<file path="src/rtl/mls_pkg.sv">
// Package for the move/literal/sleep execute block
// Assumes a single core clock and decoded opcodes from fetch
package mls_pkg;
  // ****************************************
  // Widths and reset values
  // ****************************************
  localparam int          MLS_DATA_W   = 8;          // Data path width
  localparam int          MLS_ADDR_W   = 5;          // File address width, 0 to 31
  localparam int          MLS_PC_W     = 11;         // Program counter width
  localparam logic [7:0]  MLS_ACC_RST  = 8'h00;      // Accumulator after reset
  localparam logic [7:0]  MLS_OPT_RST  = 8'hFF;      // Timer config after reset
  localparam logic [7:0]  MLS_WDOG_CLR = 8'h00;      // Watchdog value on sleep
  localparam logic [7:0]  MLS_PRE_CLR  = 8'h00;      // Prescaler value on sleep
  localparam logic [10:0] MLS_PC_RST   = 11'h000;    // Program counter after reset
  localparam logic [10:0] MLS_PC_STEP  = 11'h001;    // Sequential advance

  // ****************************************
  // Operation codes from the fetch stage
  // ****************************************
  typedef enum logic [2:0] {
    OP_IDLE        = 3'b000,  // idle_op
    OP_OR_ACC_FILE = 3'b001,  // or_acc_into_file
    OP_COPY_ACC    = 3'b010,  // copy_acc_to_file
    OP_MOVE_FILE   = 3'b011,  // move_file
    OP_LOAD_LIT    = 3'b100,  // load_literal_acc
    OP_LOAD_OPT    = 3'b101,  // timer configuration load
    OP_RET_LIT     = 3'b110,  // return_with_literal
    OP_SLEEP       = 3'b111   // sleep entry
  } mls_op_t;

  // Execute state
  typedef enum logic [1:0] {
    ST_RUN   = 2'b00,  // Executing one op per cycle
    ST_FLUSH = 2'b01,  // Second cycle of a return
    ST_SLEEP = 2'b10   // Halted, oscillator stopped
  } mls_state_t;

  // Decoded instruction from fetch
  typedef struct packed {
    logic                  valid;  // Instruction present
    mls_op_t               op;     // Operation
    logic [4:0]            addr;   // File address
    logic                  dest;   // 0 accumulator, 1 file
    logic [7:0]            lit;    // Immediate
  } mls_instr_t;

  // File write request
  typedef struct packed {
    logic                  we;     // Write strobe
    logic [4:0]            addr;   // File address
    logic [7:0]            data;   // Write data
  } mls_fwr_t;
endpackage

</file>
<file path="src/rtl/mls_zero_det.sv">
// Zero detector for an 8-bit result
// Pure combinational leaf used by the execute block
`timescale 1ns/1ps
`default_nettype none
module mls_zero_det
  import mls_pkg::*;
#(
  parameter int WIDTH = MLS_DATA_W  // Result width
)
(
  input  wire logic [WIDTH-1:0] value_i,  // Result to test
  output logic                  zero_o    // High when all bits zero
);
  // Reduction NOR of the result
  assign zero_o = ~(|value_i);
endmodule
`default_nettype wire

</file>
<file path="src/rtl/mls_exec.sv">
// Execute stage for OR, moves, literal load, idle, timer config load,
// return with literal and sleep entry.
// Assumes fetch presents one decoded instruction per cycle and that the
// register file returns the addressed byte combinationally on file_rdata_i.
`timescale 1ns/1ps
`default_nettype none
module mls_exec
  import mls_pkg::*;
(
  input  wire logic        clk_i,            // Core clock, 100 MHz
  input  wire logic        resetn_i,         // Async reset, active low
  input  wire mls_instr_t  instr_i,          // Decoded instruction
  input  wire logic [7:0]  file_rdata_i,     // Addressed file contents
  input  wire logic [10:0] stack_top_i,      // Return address
  input  wire logic        wake_i,           // Wake request, leaves sleep
  output mls_fwr_t         file_wr_o,        // File write request
  output logic [4:0]       file_raddr_o,     // File read address
  output logic [7:0]       acc_o,            // Accumulator
  output logic [7:0]       timer_cfg_o,      // Timer configuration
  output logic             zero_flag_o,      // Zero flag
  output logic             timeout_flag_n_o, // Timeout status, active low
  output logic             powerdown_flag_n_o, // Powerdown status, active low
  output logic [7:0]       watchdog_counter_o, // Watchdog count
  output logic [7:0]       prescaler_o,      // Watchdog prescaler
  output logic [10:0]      pc_o,             // Program counter
  output logic             stack_pop_o,      // Pop pulse on return
  output logic             discard_o,        // Fetched instruction dropped
  output logic             osc_stop_o        // Oscillator stopped
);
  // ****************************************
  // Reset synchroniser
  // ****************************************
  logic rst_meta_reg;  // First stage
  logic rst_n;         // Released reset

  // Release reset through two flops
  always_ff @(posedge clk_i or negedge resetn_i)
  begin
    if (!resetn_i)
    begin
      rst_meta_reg <= 1'b0;
      rst_n        <= 1'b0;
    end
    else
    begin
      rst_meta_reg <= 1'b1;
      rst_n        <= rst_meta_reg;
    end
  end

  // Wake pin synchroniser
  logic wake_meta_reg;  // First stage
  logic wake_sync_reg;  // Second stage

  always_ff @(posedge clk_i or negedge rst_n)
  begin
    if (!rst_n)
    begin
      wake_meta_reg <= 1'b0;
      wake_sync_reg <= 1'b0;
    end
    else
    begin
      wake_meta_reg <= wake_i;
      wake_sync_reg <= wake_meta_reg;
    end
  end

  // ****************************************
  // Decode
  // ****************************************
  mls_state_t state_reg;   // Execute state
  logic       exec;        // Instruction executes this cycle
  logic [7:0] or_res;      // OR result
  logic [7:0] zsrc;        // Value tested for zero
  logic       zero_det;    // Zero of zsrc

  assign exec   = instr_i.valid && (state_reg == ST_RUN);
  assign or_res = acc_o | file_rdata_i;
  assign zsrc   = (instr_i.op == OP_OR_ACC_FILE) ? or_res : file_rdata_i;

  mls_zero_det #(.WIDTH(MLS_DATA_W)) u_zero
  (
    .value_i (zsrc),
    .zero_o  (zero_det)
  );

  // ****************************************
  // State machine
  // ****************************************
  always_ff @(posedge clk_i or negedge rst_n)
  begin
    if (!rst_n)
      state_reg <= ST_RUN;
    else
    begin
      case (state_reg)
        ST_RUN:
        begin
          if (exec && instr_i.op == OP_RET_LIT)
            state_reg <= ST_FLUSH;
          else if (exec && instr_i.op == OP_SLEEP)
            state_reg <= ST_SLEEP;
        end
        ST_FLUSH: state_reg <= ST_RUN;
        ST_SLEEP: if (wake_sync_reg) state_reg <= ST_RUN;  // Wake resumes execution
        default: state_reg <= ST_RUN;
      endcase
    end
  end

  // Oscillator stop mirrors sleep state
  always_ff @(posedge clk_i or negedge rst_n)
  begin
    if (!rst_n)
      osc_stop_o <= 1'b0;
    else if (exec && instr_i.op == OP_SLEEP)
      osc_stop_o <= 1'b1;
    else if (state_reg == ST_SLEEP && wake_sync_reg)
      osc_stop_o <= 1'b0;
  end

  // ****************************************
  // Accumulator and timer configuration
  // ****************************************
  always_ff @(posedge clk_i or negedge rst_n)
  begin
    if (!rst_n)
      acc_o <= MLS_ACC_RST;
    else if (exec)
    begin
      case (instr_i.op)
        OP_OR_ACC_FILE: if (!instr_i.dest) acc_o <= or_res;
        OP_MOVE_FILE:   if (!instr_i.dest) acc_o <= file_rdata_i;
        OP_LOAD_LIT:    acc_o <= instr_i.lit;
        OP_RET_LIT:     acc_o <= instr_i.lit;
        default:        acc_o <= acc_o;
      endcase
    end
  end

  always_ff @(posedge clk_i or negedge rst_n)
  begin
    if (!rst_n)
      timer_cfg_o <= MLS_OPT_RST;
    else if (exec && instr_i.op == OP_LOAD_OPT)
      timer_cfg_o <= acc_o;
  end

  // ****************************************
  // Zero flag, touched only by OR and move
  // ****************************************
  always_ff @(posedge clk_i or negedge rst_n)
  begin
    if (!rst_n)
      zero_flag_o <= 1'b0;
    else if (exec && (instr_i.op == OP_OR_ACC_FILE || instr_i.op == OP_MOVE_FILE))
      zero_flag_o <= zero_det;
  end

  // ****************************************
  // File write port
  // ****************************************
  always_ff @(posedge clk_i or negedge rst_n)
  begin
    if (!rst_n)
      file_wr_o <= '0;
    else
    begin
      file_wr_o.addr <= instr_i.addr;
      file_wr_o.we   <= 1'b0;
      file_wr_o.data <= acc_o;
      if (exec)
      begin
        case (instr_i.op)
          OP_OR_ACC_FILE:
          begin
            file_wr_o.we   <= instr_i.dest;
            file_wr_o.data <= or_res;
          end
          OP_COPY_ACC: file_wr_o.we <= 1'b1;  // Data defaults to the accumulator
          OP_MOVE_FILE:
          begin
            file_wr_o.we   <= instr_i.dest;
            file_wr_o.data <= file_rdata_i;
          end
          default: file_wr_o.we <= 1'b0;
        endcase
      end
    end
  end

  // Read address follows the fetch operand
  always_ff @(posedge clk_i or negedge rst_n)
  begin
    if (!rst_n)
      file_raddr_o <= '0;
    else
      file_raddr_o <= instr_i.addr;
  end
  // ****************************************
  // Watchdog and status bits
  // ****************************************
  always_ff @(posedge clk_i or negedge rst_n)
  begin
    if (!rst_n)
    begin
      watchdog_counter_o <= MLS_WDOG_CLR;
      prescaler_o        <= MLS_PRE_CLR;
      timeout_flag_n_o   <= 1'b1;
      powerdown_flag_n_o <= 1'b1;
    end
    else if (exec && instr_i.op == OP_SLEEP)
    begin
      watchdog_counter_o <= MLS_WDOG_CLR;
      prescaler_o        <= MLS_PRE_CLR;
      timeout_flag_n_o   <= 1'b1;
      powerdown_flag_n_o <= 1'b0;
    end
    else if (state_reg != ST_SLEEP)
    begin
      prescaler_o <= prescaler_o + 8'h01;
      if (prescaler_o == 8'hFF)
        watchdog_counter_o <= watchdog_counter_o + 8'h01;
    end
  end

  // ****************************************
  // Program counter, pop and discard
  // ****************************************
  always_ff @(posedge clk_i or negedge rst_n)
  begin
    if (!rst_n)
    begin
      pc_o        <= MLS_PC_RST;
      stack_pop_o <= 1'b0;
      discard_o   <= 1'b0;
    end
    else
    begin
      stack_pop_o <= exec && instr_i.op == OP_RET_LIT;
      discard_o   <= exec && instr_i.op == OP_RET_LIT;
      if (exec && instr_i.op == OP_RET_LIT)
        pc_o <= stack_top_i;
      else if (exec && instr_i.op != OP_SLEEP)
        pc_o <= pc_o + MLS_PC_STEP;
      else if (state_reg == ST_SLEEP && wake_sync_reg)
        pc_o <= pc_o + MLS_PC_STEP;
    end
  end
endmodule
`default_nettype wire

</file>
<file path="config.mk">
export PLATFORM = sky130hd
export DESIGN_NAME = mls_exec
export DESIGN_NICKNAME = d
export VERILOG_FILES = /design/src/rtl/mls_pkg.sv /design/src/rtl/mls_zero_det.sv /design/src/rtl/mls_exec.sv
export SDC_FILE = /design/constraint.sdc
export NUM_CORES = 1
export LEC_CHECK = 0
export ABC_AREA = 1
export BUFFER_PORTS_ARGS = -buffer_cell sky130_fd_sc_hd__clkbuf_2
export CORE_ASPECT_RATIO = 1.1
export CORE_MARGIN = 4
export CORE_UTILIZATION = 56
export CTS_BUF_LIST = sky130_fd_sc_hd__clkbuf_16
export CTS_CLUSTER_SIZE = 25
export DETAILED_ROUTE_END_ITERATION = 7
export GPL_TIMING_DRIVEN = 0
export PLACE_DENSITY = 0.84
export SKIP_LAST_GASP = 1
export SYNTH_ARGS = -nofsm -noshare
export SYNTH_HDL_FRONTEND = slang
export SYNTH_SLANG_ARGS = --single-unit
export TNS_END_PERCENT = 100
</file>
<file path="constraint.sdc">
create_clock -name clk_i -period 5.7 [get_ports clk_i]
set_input_delay 0.855 -clock clk_i [delete_from_list [all_inputs] [get_ports clk_i]]
set_output_delay 0.855 -clock clk_i [all_outputs]
set_load 0.03 [all_outputs]
</file>
== Word-level counts from Yosys, hierarchy flattened ==
Index checks and enable logic that the tools add are counted.
Widths: inputs -> output; s select.

* Memories kept: 0
* Input bits: 40
* Logic and storage cells: 79
* Bits in latches: 0
* Bits in writable memories: 0
* Bits in read-only memories: 0
* Bits in registers: 67

* Multiply operators: 0
* Equality and inequality tests: 15
* Shift operators: 0
* Div/mod/pow operators: 0
* Add/subtract/negate cells: 3
* Muxes and demuxes: 22
* Bitwise operators: 2
* Reduce and logical (&&, ||, !) cells: 20
* Order comparisons: 0

{| class="wikitable"
|+ Operators by type and width
! operator !! count
|-
| $mux 8 || 9
|-
| $mux 11 || 3
|-
| $pmux 8 s3 || 1
|-
| $add 8x1->8 const B || 2
|-
| $pmux 8 s2 || 1
|-
| $eq 3x3->1 const B || 4
|-
| $add 11x1->11 const B || 1
|-
| $eq 8x8->1 const B || 1
|-
| $ne 2x2->1 const B || 4
|-
| $or 8x8->8 || 1
|-
| $reduce_or 8->1 || 1
|-
| $logic_and 1x1->1 || 7
|-
| $eq 3x2->1 const B || 2
|-
| $mux 2 || 3
|-
| $reduce_bool 2->1 || 3
|-
| $reduce_bool 3->1 || 2
|-
| $pmux 2 s2 || 1
|-
| $reduce_and 2->1 || 2
|-
| $reduce_and 4->1 || 1
|-
| $reduce_or 2->1 || 2
|-
| $eq 3x1->1 const B || 1
|-
| $mux 1 || 3
|-
| $ne 3x1->1 const B || 1
|-
| $ne 3x3->1 const B || 1
|-
| 5 further kinds || 5
|}

== Logic depth before layout (Yosys ltp) ==
* Depth in word-level cells: 6
* Gate-level depth with buffers: 10
* Depth with buffers taken out: 9

== Cells and area by module ==
A second synthesis with hierarchy kept.

* Cells, all modules: 478
* Area, all modules: 3545.9 µm²

{| class="wikitable"
|+ Modules (own cells, without submodules)
! module !! area each (µm²) !! seq. area each (µm²) !! cells an instance !! times used
|-
| mls_exec || 3519.6 || 1687.9 || 471 || 1
|-
| mls_zero_det || 26.3 || 0.0 || 7 || 1
|}

== Least setup slack after synthesis ==
Ideal clock, no wire load.

* Path kind: in2reg
* Start: in instr_i[14] in the netlist's numbering
* End: reg watchdog_counter_o[4]
* Library setup time: 119 ps
* Stages on the path: 9
* Data required time: 5581 ps
* Slack: 3858 ps
* Arrival time: 1723 ps
* Cell sequence: buf_4 nand2_1 nor2_4 nand2_4 nand2_1 nand2_2 buf_6 nand2_1 o21ai_2

* Cells in the longest elaborated chain, start to end: 4
* Elaborated cells between the ends (all ways): 6
* Those cells by class: 1 x eq/ne; 1 x mux; 4 x reduce/logical

{| class="wikitable"
|+ RTL lines
! item !! RTL line !! RTL
|-
| from (decl) || mls_exec.sv:12 || <nowiki>input wire mls_instr_t instr_i,</nowiki>
|-
| $eq 3x3->1 * || mls_exec.sv:213 || <nowiki>else if (exec && instr_i.op == OP_SLEEP)</nowiki>
|-
| $logic_and 1x1->1 * || mls_exec.sv:213 ||
|-
| $reduce_bool 2->1 (no line) || -- ||
|-
| $reduce_and 2->1 (no line) || -- ||
|-
| to (signal assigned) || mls_exec.sv:224 || <nowiki>watchdog_counter_o <= watchdog_counter_o + 8'h01;</nowiki>
|-
| to (decl) || mls_exec.sv:23 || <nowiki>output logic [7:0] watchdog_counter_o,</nowiki>
|}

Mark *: on every way between the ends. The rest lies on a longest branch, timed or not.
A chain may end at the register's enable or synchronous reset.

== Final worst setup path ==
* Start: reg timer_cfg_o[4]
* End: out timer_cfg_o[4]

{| class="wikitable"
|+ RTL lines
! item !! RTL line !! RTL
|-
| from (decl) || mls_exec.sv:19 || <nowiki>output logic [7:0] timer_cfg_o,</nowiki>
|-
| from (signal assigned) || mls_exec.sv:147 || <nowiki>timer_cfg_o <= acc_o;</nowiki>
|}

No word-level cell between the ends.

==> impl_results.md <==
* Row count at 30
* Largest register FFs at 11
* Compound-gate portion of the synthesized area at 10.3%
* Post-synthesis mux area share at 0%
* Crit path required time at 4850 ps
* CP Cell Sequence: clkbuf_2
* Longest Clk Path Bufs at 2
* CP delay by family, top: flip-flops
* Detailed Route WL at 8470 µm
* Clock Sinks at 67
* GP Congestion at 0.920
* Reg2Reg Depth at 7
* Crit path max fanout at 2
* Unrepaired setup endpoints after global routing: false
* Skew final at 11.0 ps
* CTS Root Cell: clkbuf_16
* Status: finished clean
* Dominant cells by area after synthesis: dfrtp_1 40%, nand2_1 16%, dfstp_2 6.6%
* CTS Hold Bufs at 0
* Yosys top cell area share at 40.4%
* Initial Utilization at 58.0%
* # diodes at 0
* Die Y at 92.0 µm
* R2R Setup Slk at 4090 ps
* DIE WIDTH at 84.4 µm
* CP Buf/Inv Count at 1
* Synth Instances at 455
* Post-CTS Resized at 0
* CP Class: reg2out
* Mapped cell area at 3590 µm²
* Wire per inst at 12.9 µm
* Pin count of the biggest net entering global routing at 66
* Total negative setup slack at 0 ps
* # setup viols final at 0
* ANT nets after route at 0
* Layout area overhead at 25.5%
* Reg-to-Reg Start: state_reg[0]$_DFFE_PN0P_
* Max cap viols at 0
* Yosys warns at 0
* Max Fclk at 518 MHz
* Post-DP HPWL at 6230 µm
* DIE AREA at 7760 µm²
* Post-layout min period at 1930 ps
* Most frequent cells in the layout: 156 x nand2_1, 105 x clkbuf_2, 57 x dfrtp_1, 47 x inv_1, 34 x nor2_1
* Initial antenna violation count at 0
* First-pass GRT wire length at 14,300 µm
* Post-CTS setup buffer count at 0
* Largest register by flop count: pc_o
* Fill cells at 523
* Initial drt markers at 132
* Drt drc at 0
* Pwr/cell area at 438 nW/µm²
* CP endpoint kind: output port
* Worst slew pin tran at 822 ps
* Top Registers: pc_o x11, file_wr_o x9
* Vias in the first global route at 3,211
* Placed cells at 641
* TritonRoute pass-1 iters at 5
* CTS buffer count at 9
* CTS tree: built
* Yosys top cell by area: dfrtp_1
* Slowest cell on crit path: dfstp_2
* Mean Syn Cell Area at 7.89 µm²
* Post-synthesis sequential area ratio at 47.0%
* P_leak at 2.43 nW
* Largest family of logic cells by synthesized area: simple AND/OR/NAND/NOR gates
* Period utilization at 33.9%
* Core ar. at 6190 µm²
* Vias at 3,337
* CP max stage delay at 540 ps
* Non-Filler Instances at 657
* Yosys reg bits at 67
* Adder-cell area share of the yosys netlist at 1.05%
* GR Overflow Total at 0
* Clk slew on worst S/H paths at 60 ps
* Hold Crit Class: in2async
* Final Max Tran Viols at 0
* Total GRT Usage at 22.7%
* Fin nets at 615
* Count of cell types in the netlist at 34
* Maximum VDD drop at 0.295 mV
* Share of cells above drive strength 1 at 30.3%
* Max-slew headroom at 45.2%
* Post-detailed-route via-to-cell ratio at 5.08
* Post-synthesis simple-gate area fraction at 30.5%
* Port Buf Inserts at 105
* Worst R2R End: zero_flag_o$_DFFE_PN0P_
* # H-tree levels at 3
* Hold_ws at 305 ps
* CP Launch Type: flip-flop
* I/O pins at 108
* Synth Area in XOR/XNOR at 1.46%
* Total power at 0.00198 W
* Commonest non-fill, non-tap cell in the layout: nand2_1
* Final Hold Fails at 0
* Worst-skew pair later-pin latency at 330 ps
* Crit path DAT at 1070 ps
[area by class of cell]
type | instances | area (µm²) | share of cell area, %
multi-input cells | 319 | 1560 | 34.7
clock buffers | 9 | 225 | 5.00
repair buffers | 105 | 526 | 11.7
inverters | 53 | 204 | 4.52
clock inverters | 7 | 58.8 | 1.30
well taps | 80 | 100 | 2.22
plain buffers | 17 | 140 | 3.11
flip-flops and latches | 67 | 1690 | 37.5
[report_power, final]
group	switching, W	internal (W)
Clock	0.000222	0.000300
Combinational	0.000487	0.000221
Sequential	0.000135	0.000612
Total	0.000843	0.00113
[Yosys cell counts]
cell type	number
o211ai_1	8
xnor2_1	2
nand3_1	29
nand2_2	6
o21bai_1	1
conb_1	1
ha_1	3
nor2_4	2
clkbuf_1	1
dfstp_2	9
buf_2	3
o21a_1	1
buf_4	9
nand3b_1	5
inv_1	47
nand4_4	1
buf_12	1
o21ai_2	7
nor2_2	1
nor3_1	1
inv_2	4
nand2_1	156
dfrtp_1	58
buf_6	3
inv_4	2
nor2_1	34
nand4_1	4
nand2_4	2
o21ai_0	26
xor2_1	4
o21ai_1	12
a21oi_1	9
nand3_4	1
nor2_8	2
[worst max path at each step]
stage	cells after the start	slack, ps	end	start
global placement	0	2970	file_raddr_o[4]$_DFF_PN0_	rst_n$_DFF_PN0_
floorplan	0	3710	acc_o[0]$_DFFE_PN0P_	rst_n$_DFF_PN0_
finish	1	3770	timer_cfg_o[4]	timer_cfg_o[4]$_DFFE_PN1P_
detailed placement	8	3500	zero_flag_o$_DFFE_PN0P_	instr_i[16]
CTS	1	3760	timer_cfg_o[4]	timer_cfg_o[4]$_DFFE_PN1P_
global route	8	3690	zero_flag_o$_DFFE_PN0P_	instr_i[16]
[metal layers]
metal  wire length, µm  track usage [%]  up-vias
met5                 0                0        -
met3               517             5.66        9
met1              3580             27.6     1542
met2              4280             38.8      106
li1                  -                -     1680
met4                94             8.71        0
[logic make-up after synthesis]
logic type	Yosys count
compound gates	64
xor+xnor	6
fa+ha+maj	3
buf+inv	70
flops	67
other cells	1
simple gates	244
[through the flow]
step	worst slack [ps]	instance area, µm²	utilization (%)
final	3770	4510	72.8
after global routing	3690	4510	72.8
after CTS	3760	4510	72.8
after detailed placement	3500	4220	68.2
after global placement	2970	4220	68.1
after floorplan	3710	3590	-
Power figures use the tool's default switching activity.
